==> config.mk <==
export PLATFORM = sky130hd
export DESIGN_NAME = cws_sequencer
export DESIGN_NICKNAME = d
export VERILOG_FILES = /design/src/inc/cws_pkg.sv /design/src/cws_sequencer.sv
export VERILOG_INCLUDE_DIRS = /design/src /design/src/inc
export SDC_FILE = /design/constraint.sdc
export NUM_CORES = 2
export LEC_CHECK = 0
export BUFFER_PORTS_ARGS = -buffer_cell sky130_fd_sc_hd__buf_2
export CAP_MARGIN = 20
export CORE_MARGIN = 10
export CORE_UTILIZATION = 53
export CTS_CLUSTER_SIZE = 10
export DETAILED_ROUTE_END_ITERATION = 8
export PLACE_DENSITY = 0.69
export RECOVER_POWER = 100
export SKIP_CTS_REPAIR_TIMING = 1
export SLEW_MARGIN = 40
export SYNTH_ARGS = -nofsm -noshare
export SYNTH_HDL_FRONTEND = slang
export SYNTH_SLANG_ARGS = --single-unit
==> constraint.sdc <==
create_clock -name REF_CLK -period 38.1 [get_ports REF_CLK]
set_input_delay 5.715 -clock REF_CLK [delete_from_list [all_inputs] [get_ports REF_CLK]]
set_output_delay 5.715 -clock REF_CLK [all_outputs]
set_load 0.01 [all_outputs]
==> src/inc/cws_map.svh <==
// Register offsets, field positions and timing constants of the control write sequencer
`ifndef CWS_MAP_SVH
`define CWS_MAP_SVH
`define CWS_OFS_ENA 8'h6C
`define CWS_OFS_LAUNCH 8'h6F
`define CWS_OFS_STAT 8'h70
`define CWS_BIT_ENA 8
`define CWS_BIT_LAUNCH 8
`define CWS_BIT_CANCEL 9
`define CWS_BIT_BUSY 0
`define CWS_PTR_LSB 4
`define CWS_WIDX_MSB 4
`define CWS_FIRST_MSB 5
`define CWS_RAM_LAST 6'h1F
`define CWS_MEM_DEPTH 64
`define CWS_DUMMY_REG 8'hFF
`define CWS_K_NS 62500
`define CWS_CLK_NS 40
`define CWS_K_CYCLES ((`CWS_K_NS + `CWS_CLK_NS - 1) / `CWS_CLK_NS)
`define CWS_WAIT_BASE 16'h0008
`endif

==> src/inc/cws_pkg.sv <==
// Types shared by the control write sequencer
package cws_pkg;
  typedef enum logic [3:0] {
    CWS_IDLE  = 4'h1,
    CWS_FETCH = 4'h2,
    CWS_WRITE = 4'h4,
    CWS_WAIT  = 4'h8
  } cws_fsm_t;

  typedef struct packed {
    logic last;
    logic [3:0] wait_code;
    logic [2:0] width;
    logic [3:0] lsb;
    logic [7:0] target;
    logic [7:0] value;
  } cws_step_t;

  typedef struct packed {
    logic wr;
    logic [7:0] addr;
    logic [15:0] wdata;
  } cws_host_wr_t;

  typedef struct packed {
    logic wr;
    logic [7:0] addr;
    logic [15:0] data;
    logic [15:0] mask;
  } cws_ctrl_wr_t;

  typedef struct packed {
    cws_fsm_t fsm;
    logic ena;
    logic [4:0] wr_index;
    logic launch;
    logic [5:0] first;
    logic [5:0] ptr;
    logic busy;
    cws_step_t cur;
    logic [15:0] units;
    logic [15:0] ticks;
    cws_ctrl_wr_t ctrl;
    logic done;
    logic lock;
    logic [7:0] last_addr;
    logic lsb_phase;
    logic [7:0] rd_byte;
    logic rd_vld;
  } cws_state_t;
endpackage

==> src/cws_sequencer.sv <==
// Control write sequencer with its register slice and byte readback path
// Operation
// [RULE_01] Each step fetches its stored field description and writes it to the target register.
// [RULE_02] Steps advance through consecutive locations until a last-marked step, then halt and flag done.
// [RULE_03] A per-step wait follows each step, set by that step's wait code.
// [RULE_04] Sequencer runs on the system clock; host keeps clock present and enabled.
// [RULE_05] Sequencer advances only while enable bit 8 of 6Ch is set; resets off. Here the write stage still issues its write and moves on with enable clear.
// [RULE_06] Host loads first step, writes launch bit 8 of 6Fh; run begins there.
// [RULE_07] Launch bit clears itself when the last-marked step completes.
// [RULE_08] First step field is bits 5:0; 0-31 RAM, 32-48 ROM, 49-63 reserved.
// [RULE_09] Writing cancel bit 9 of 6Fh stops the run, returns control to host.
// [RULE_10] Running flag at bit 0 of 70h reads 1 during a run, else 0.
// [RULE_11] While running, ordinary host register access is locked; sequencer registers stay open.
// [RULE_12] Bits 9:4 of 70h show the last accessed step, holding final step afterwards.
// [RULE_13] Reaching the end raises the done event for the interrupt status register.
// [RULE_14] Reads without address return MSB then LSB, auto-incrementing from last address.
// [RULE_15] Only the coded width of data bits is written at the stored LSB position.
// [RULE_16] Each step lasts 62.5 us times two to the wait code plus eight.
// [RULE_17] A last-marked step stops the sequencer after it executes.
// [RULE_18] Cancel clears running and launch after any write, keeping the step pointer.
`timescale 1ns/1ps
`include "cws_map.svh"
module cws_sequencer #(
  parameter int K_CYCLES = `CWS_K_CYCLES
) (
  input wire logic REF_CLK,
  input wire logic RST,
  input wire logic SYS_CLK_ENA,
  input wire cws_pkg::cws_host_wr_t HOST_WR,
  input wire logic RD_ADDR_SET,
  input wire logic RD_BYTE_REQ,
  input wire logic [15:0] MAP_RD_DATA,
  input wire logic STEP_LOAD,
  input wire cws_pkg::cws_step_t STEP_DESC,
  output logic [7:0] MAP_RD_ADDR,
  output logic [7:0] RD_BYTE,
  output logic RD_BYTE_VLD,
  output cws_pkg::cws_ctrl_wr_t CTRL_WR,
  output logic HOST_LOCK,
  output logic SEQ_DONE_EVENT
);
  import cws_pkg::*;

  localparam logic [15:0] K_LAST = 16'(K_CYCLES - 1);
  localparam cws_step_t DUMMY_STEP = '{last: 1'b1, wait_code: 4'h0, width: 3'h0, lsb: 4'h0,
                                        target: `CWS_DUMMY_REG, value: 8'h00};

  cws_state_t s_q;
  cws_state_t s_d;
  cws_step_t mem [`CWS_MEM_DEPTH];
  cws_step_t fetched;
  logic [15:0] rd_word;
  logic [16:0] low_mask;
  logic [15:0] step_units;
  logic run_ok;
  logic wr_launch;
  logic wr_ena;

  // Step memory: RAM part loadable, ROM and reserved part read as a last-marked dummy write
  always_ff @(posedge REF_CLK or posedge RST)
  begin
    if (RST)
    begin
      for (int i = 0; i < `CWS_MEM_DEPTH; i++)
      begin
        mem[i] <= DUMMY_STEP;
      end
    end
    else if (STEP_LOAD)
    begin
      mem[STEP_DESC.target[4:0]] <= STEP_DESC; // Index travels in target low bits during load
    end
  end

  // Decodes and derived step quantities
  always_comb
  begin
    fetched = (s_q.ptr > `CWS_RAM_LAST) ? DUMMY_STEP : mem[s_q.ptr]; // RULE_08
    run_ok = s_q.ena && SYS_CLK_ENA; // RULE_04 RULE_05
    wr_launch = HOST_WR.wr && (HOST_WR.addr == `CWS_OFS_LAUNCH);
    wr_ena = HOST_WR.wr && (HOST_WR.addr == `CWS_OFS_ENA);
    // Widened before the add so that width code 7 gives a shift of eight, not zero
    low_mask = (17'h00001 << ({1'b0, s_q.cur.width} + 4'h1)) - 17'h00001; // RULE_15
    step_units = (16'h0001 << s_q.cur.wait_code) + `CWS_WAIT_BASE; // RULE_16
    case (s_q.last_addr)
      `CWS_OFS_ENA: rd_word = {7'h00, s_q.ena, 3'h0, s_q.wr_index};
      `CWS_OFS_LAUNCH: rd_word = {7'h00, s_q.launch, 2'h0, s_q.first};
      `CWS_OFS_STAT: rd_word = {6'h00, s_q.ptr, 3'h0, s_q.busy}; // RULE_10 RULE_12
      default: rd_word = MAP_RD_DATA;
    endcase
  end

  // Next-state logic
  always_comb
  begin
    s_d = s_q;
    s_d.ctrl.wr = 1'b0;
    s_d.done = 1'b0;
    s_d.rd_vld = 1'b0;
    if (wr_ena)
    begin
      s_d.ena = HOST_WR.wdata[`CWS_BIT_ENA];
      s_d.wr_index = HOST_WR.wdata[`CWS_WIDX_MSB:0];
    end
    if (wr_launch)
    begin
      s_d.first = HOST_WR.wdata[`CWS_FIRST_MSB:0]; // RULE_08
    end
    // Readback path: address set or write sets last address, requests alternate bytes
    if (RD_ADDR_SET || HOST_WR.wr)
    begin
      s_d.last_addr = HOST_WR.addr;
      s_d.lsb_phase = 1'b0;
    end
    else if (RD_BYTE_REQ)
    begin
      s_d.rd_vld = 1'b1;
      s_d.rd_byte = s_q.lsb_phase ? rd_word[7:0] : rd_word[15:8]; // RULE_14
      s_d.lsb_phase = ~s_q.lsb_phase;
      if (s_q.lsb_phase)
      begin
        s_d.last_addr = s_q.last_addr + 8'h01; // RULE_14
      end
    end
    case (s_q.fsm)
      CWS_IDLE:
      begin
        if (wr_launch && HOST_WR.wdata[`CWS_BIT_LAUNCH] && !HOST_WR.wdata[`CWS_BIT_CANCEL])
        begin
          s_d.launch = 1'b1; // RULE_06
          s_d.busy = 1'b1;
          s_d.ptr = HOST_WR.wdata[`CWS_FIRST_MSB:0];
          s_d.fsm = CWS_FETCH;
        end
      end
      CWS_FETCH:
      begin
        if (run_ok)
        begin
          s_d.cur = fetched; // RULE_01
          s_d.units = '0;
          s_d.ticks = '0;
          s_d.fsm = CWS_WRITE;
        end
      end
      CWS_WRITE:
      begin
        s_d.ctrl.wr = 1'b1; // RULE_01
        s_d.ctrl.addr = s_q.cur.target;
        s_d.ctrl.mask = 16'(low_mask << s_q.cur.lsb); // RULE_15
        s_d.ctrl.data = 16'(({9'h000, s_q.cur.value} & low_mask) << s_q.cur.lsb); // RULE_15
        s_d.fsm = CWS_WAIT;
      end
      CWS_WAIT:
      begin
        if (run_ok)
        begin
          s_d.ticks = (s_q.ticks == K_LAST) ? '0 : s_q.ticks + 16'h0001; // RULE_03
          if (s_q.ticks == K_LAST)
          begin
            s_d.units = s_q.units + 16'h0001;
            if (s_q.units == step_units - 16'h0001) // RULE_16
            begin
              if (s_q.cur.last)
              begin
                s_d.fsm = CWS_IDLE; // RULE_17 RULE_02
                s_d.launch = 1'b0; // RULE_07
                s_d.busy = 1'b0;
                s_d.done = 1'b1; // RULE_13
              end
              else
              begin
                s_d.ptr = s_q.ptr + 6'h01; // RULE_02
                s_d.fsm = CWS_FETCH;
              end
            end
          end
        end
      end
      default: s_d.fsm = CWS_IDLE;
    endcase
    // Cancel in any state; a write issued this cycle still goes out, and the pointer stays put
    if (wr_launch && HOST_WR.wdata[`CWS_BIT_CANCEL])
    begin
      s_d.fsm = CWS_IDLE; // RULE_09 RULE_18
      s_d.launch = 1'b0;
      s_d.busy = 1'b0;
      s_d.ptr = s_q.ptr; // RULE_18
    end
    s_d.lock = s_d.busy; // RULE_11
  end

  // State register
  always_ff @(posedge REF_CLK or posedge RST)
  begin
    if (RST)
    begin
      s_q <= '0;
      s_q.fsm <= CWS_IDLE;
    end
    else
    begin
      s_q <= s_d;
    end
  end

  // Outputs straight from the state register
  assign MAP_RD_ADDR = s_q.last_addr;
  assign RD_BYTE = s_q.rd_byte;
  assign RD_BYTE_VLD = s_q.rd_vld;
  assign CTRL_WR = s_q.ctrl;
  assign HOST_LOCK = s_q.lock;
  assign SEQ_DONE_EVENT = s_q.done;
endmodule

Yosys cells after proc, flatten, opt, wreduce, memory -nomap -nowiden. Cells that the tools add are included.

Flip-flop bits (word level): 1936. Output and inout bits: 60.

Add/subtract/negate cells: 8. Order comparisons: 4. Eq/ne operators: 23. Shifts and indexed selects: 4. Muxes and demuxes: 46. Bitwise gates (word level): 6. Reductions and logical operators: 22.

Operators by type and width (number): $bwmux W1792 (1); $bmux W28 S6 (1); $demux W28 S6 (1); $mux W28 (4); $mux W32 (2); $pmux W32 S2 (1); $pmux W16 S3 (1); $mux W41 (1); $eq A8 B7 Y1 const B (5); $shl A17 B4 Y16 (2); $add A16 B1 Y16 const B (2); $mux W16 (2); $mux W7 (4); $mux W4 (6); $mux W18 (1); $ne A3 B3 Y1 const B (6); $and A8 B17 Y17 (1); $shl A1 B4 Y17 const A (1); $sub A17 B1 Y17 const B (1); $add A16 B4 Y16 const B (1); $eq A16 B11 Y1 const B (1); $eq A16 B16 Y1 (1); $mux W8 (2); $pmux W4 S4 (1); 34 further kinds (64).

Depth between registers and ports, before layout.
Depth in word-level cells: 9. Mapped depth: 12. Gate-level depth less buffers: 10.

Least setup slack after synthesis. No wires, ideal clock.

Path kind: input-to-reg. From: input port STEP_DESC[9] (netlist name). To: register mem[980] (netlist name). Arrival: 7.445 ns. Data required time: 37.975 ns. Slack: 30.530 ns. Stages on the path: 6. Buffers on the path: 3. Cells stage by stage: clkbuf_1 -> or3b_2 -> clkbuf_1 -> nor2_2 -> clkbuf_1 -> mux2_2.

Word-level cells in the longest chain between the ends: 6.

Ends and longest elaborated chain: from (decl) (line cws_sequencer.sv:34) `input wire cws_pkg::cws_step_t STEP_DESC,`; $not A5 Y6 (not written as such) * (line cws_sequencer.sv:71) `mem[STEP_DESC.target[4:0]] <= STEP_DESC;`; $ge A6 B7 Y1 (not written as such) / $lt A6 B1 Y1 (equally long branches) (line cws_sequencer.sv:71); $logic_and A1 B1 Y1 (not written as such) (line cws_sequencer.sv:71); $mux W28 (not written as such) (line cws_sequencer.sv:71); $demux W28 S6 * (line cws_sequencer.sv:71); $bwmux W1792 * (line cws_sequencer.sv:71); to (signal, indexed assignment) (line cws_sequencer.sv:66) `mem[i] <= DUMMY_STEP;`; to (signal, indexed assignment) (line cws_sequencer.sv:71); to (decl) (line cws_sequencer.sv:50) `` cws_step_t mem [`CWS_MEM_DEPTH]; ``.

Mark *: on every way between the ends. The rest lies on a longest branch, timed or not. A chain may end at the register's enable or synchronous reset.

==> results.cfg <==
[detailed_routing]
remaining_drc_errors = 0
vias = 28160
postRouteAntennaNets = 0
routedWlPerCell_um = 26.26
routed_wl_um = 119200
drt-initial-drc-count = 2161
firstDrtPassIters = 5
vias_per_cell = 6.204

[clock_tree]
clkSlewWorstSetupHoldPaths_ns = 0.06
cts_root_buf = clkbuf_16
clk_latency_ns = 0.68
h-tree-depth = 3
cts_made_buffers = 116
clk_path_buf_depth = 3
cts.sinks = 1039
cts_tree = done

[worst_setup_path]
cp_max_fo = 120
max_stage_delay_ns = 4.33
start_kind = input pin
r2r-start = s_q[122]
cpMostUsedCell = clkbuf_1
crit_family = buffers and inverters
worst_ep_required_time_ns = 37.43
critPathBufInv = 5
critPathCaptureType = async pin
crit_path_top_delay_cell = clkbuf_1
ff2ff_setup_slack_ns = 33.99
crit_arrival_ns = 18.21
r2r-end = s_q[114]
crit_chain = clkbuf_1, clkinvlp_2, clkbuf_1, clkbuf_1, clkbuf_1
crit_start = RST
crit_type = in2async
rr_worst_depth = 7

[logic_synthesis]
ys_seq_area_share_pct = 55.00
syn_nets = 3366
synthCells = 3283
synth_enable_flop_cells = 0
netlist_area_mm2 = 0.04793
yosysUniqueCellTypes = 75
avgSynthCellArea_um2 = 14.60
synth_warnings = 0
synth_seq_cells = 1039
async_reset_ff_share_pct = 100.0
ys.flop_type = dfrtp_1

[power]
p_sw_share_pct = 23.53
clockPowerShare_pct = 36.9
power.switching_w = 0.0006522
p_comb_share_pct = 12.7
vdd_drop_max_mv = 0.03886
power.internal_w = 0.002120
p_leak_nw = 22.11
p_seq_share_pct = 50.4
cellPowerDensity_mw_per_mm2 = 52.94

[floorplan]
rows = 110
die_x_um = 320.7
io_pins = 135
die_h_um = 320.7
core-area_mm2 = 0.08987
dieArea_mm2 = 0.1029
start_util_pct = 53.33

[min_path]
min_to = CTRL_WR[22]
hp-class = reg2reg
hp-start = CTRL_WR[22]
hold_path_depth = 1

[global_routing]
grt_max_degree = 121
gr-total-overflow = 0
grt_pass1_vias = 30400
grt_pass1_wl_um = 185100
grt_usage_pct = 23.25
antenna_found_initial = 13

[cells_and_area]
finalCoreUtilization_pct = 58.27
area_growth_syn_to_layout_pct = 9.254
n_fill_cell = 6928
postLayoutCellArea_mm2 = 0.05237
final_nets = 3345
drive_gt1_share_pct = 48.17

[placement]
place_area_mm2 = 0.04935
io_buffers = 126
finalWeightedCongestion = 0.8471
dp_hpwl_um = 69150

[sta]
tightest_slew_ns = 5.932
finalCriticalPeriod_ns = 18.88
grt_setup_unrepaired = false
tns_ns = 0
skew_ns = 0.01518
finalCritPeriodShare_pct = 49.56
slew_headroom_pct = -295.5
worst_hold_slack_ns = 0.4772
report.final.slew_viol_count = 1779
report.final.hold_viol_count = 0
setup_violations = 0
fmax_mhz = 52.96

[status]
violations = capacitance limit, slew limit
run_status = finished, violations left

[job]
drv_cap = 41
[stage by stage]
stage	cells	power, W	setup slack, ns
2_1_floorplan	3283	0.001674	3.622
3_3_place_gp	4315	0.001730	29.00
3_5_place_dp	4320	0.001771	29.10
4_1_cts	4537	0.002797	29.82
5_1_grt	4539	0.002887	16.52
6_report	4539	0.002772	19.22
[synth_stat cells, types with 10 or more instances]
| library cell | n | area, um^2 |
|---|---|---|
| mux2_2 | 759 | 8547 |
| dfrtp_1 | 750 | 18770 |
| dfstp_2 | 289 | 7594 |
| mux4_2 | 280 | 6306 |
| clkbuf_1 | 208 | 780.8 |
| nand2_1 | 150 | 563.0 |
| nor2_1 | 83 | 311.6 |
| o21ai_0 | 78 | 390.4 |
| buf_4 | 62 | 465.5 |
| and2_1 | 57 | 356.6 |
| or2_2 | 55 | 344.1 |
| a21oi_1 | 45 | 225.2 |
| buf_2 | 41 | 205.2 |
| nand2b_1 | 35 | 219.0 |
| nor2b_1 | 35 | 219.0 |
| mux2i_1 | 29 | 290.3 |
| nand3_1 | 27 | 135.1 |
| inv_1 | 25 | 93.84 |
| xor2_1 | 22 | 192.7 |
| nor3_1 | 20 | 100.1 |
| buf_1 | 14 | 52.55 |
| nor3b_1 | 14 | 105.1 |
| xnor2_1 | 13 | 113.9 |
| nand4_1 | 12 | 75.07 |
| o22ai_1 | 11 | 68.82 |
| a22o_1 | 10 | 87.58 |
[cells in the final DEF (no fill, tap or decap), drive strengths merged, types with 22 or more instances in the layout]
| cell type | count |
|---|---|
| and2 | 57 |
| mux2i | 29 |
| inv | 27 |
| nor2b | 35 |
| xor2 | 22 |
| or2 | 55 |
| nand2 | 151 |
| dfrtp | 750 |
| mux4 | 280 |
| nand3 | 28 |
| clkbuf | 322 |
| o21ai | 79 |
| a21oi | 45 |
| dfstp | 289 |
| buf | 75 |
| nand2b | 35 |
| nor2 | 87 |
| mux2 | 763 |
[power groups by stage]
stage                     clock network [W]  registers (W)  logic (W)
final                               0.00102        0.00140   0.000351
after global routing                0.00109        0.00142   0.000381
after CTS                           0.00104        0.00140   0.000358
after detailed placement                  0        0.00141   0.000356
after global placement                    0        0.00139   0.000336
after floorplan                           0        0.00138   0.000289
[metal layers]
metal	track usage [%]	share of wire (%)	vias up
li1	-	-	11910
met5	0	0.067	-
met4	6.565	2.7	12
met2	37.66	48	835
met1	31.95	43	15190
met3	4.326	5.9	210
[area by class of cell]
class	count	area (um^2)	area share (%)
Sequential cell	1039	26380	50.38
Multi-Input combinational cell	1894	20080	38.35
Clock buffer	211	3363	6.423
Tap cell	1176	1471	2.810
Timing Repair Buffer	186	903.4	1.725
Inverter	25	95.09	0.1816
Clock inverter	6	63.81	0.1219
Antenna cell	2	5.005	0.009557
[worst max-delay path by stage]
stage / cells past startpoint / slack (ns) / endpoint
2_1_floorplan: 1 / 3.62 / CTRL_WR[0]
3_3_place_gp: 5 / 29.00 / mem[1680]
3_5_place_dp: 5 / 29.10 / mem[956]
4_1_cts: 5 / 29.82 / mem[1458]
5_1_grt: 5 / 16.52 / mem[1249]
6_report: 5 / 19.22 / mem[1753]
[worst reg2reg max path: stages (launching register included)]
cell and delay (ns):
dfrtp_4 0.64, buf_12 0.39, buf_16 0.41, buf_6 0.62, mux4_2 0.64, mux4_2 0.49, mux2i_1 0.58, o22ai_1 0.15
[registers in the layout, indices dropped and copies added (netlist names)]
register / cells
mem: 896
s_q: 84
CTRL_WR: 41
MAP_RD_ADDR: 8
RD_BYTE: 8
RD_BYTE_VLD: 1
SEQ_DONE_EVENT: 1
[cell families (layout without fill, tap and decap cells)]
family	after synthesis	after routing	synth area share, %
fa+ha+maj	8	8	0.2088
simple gates	545	545	6.015
buf+inv	350	428	3.334
xor+xnor	35	35	0.6396
flops	1039	1039	55.00
mux	1072	1072	31.69
other cells	1	3	0.007824
compound gates	233	233	3.107
Note: power is estimated with default switching activity, not from simulation.
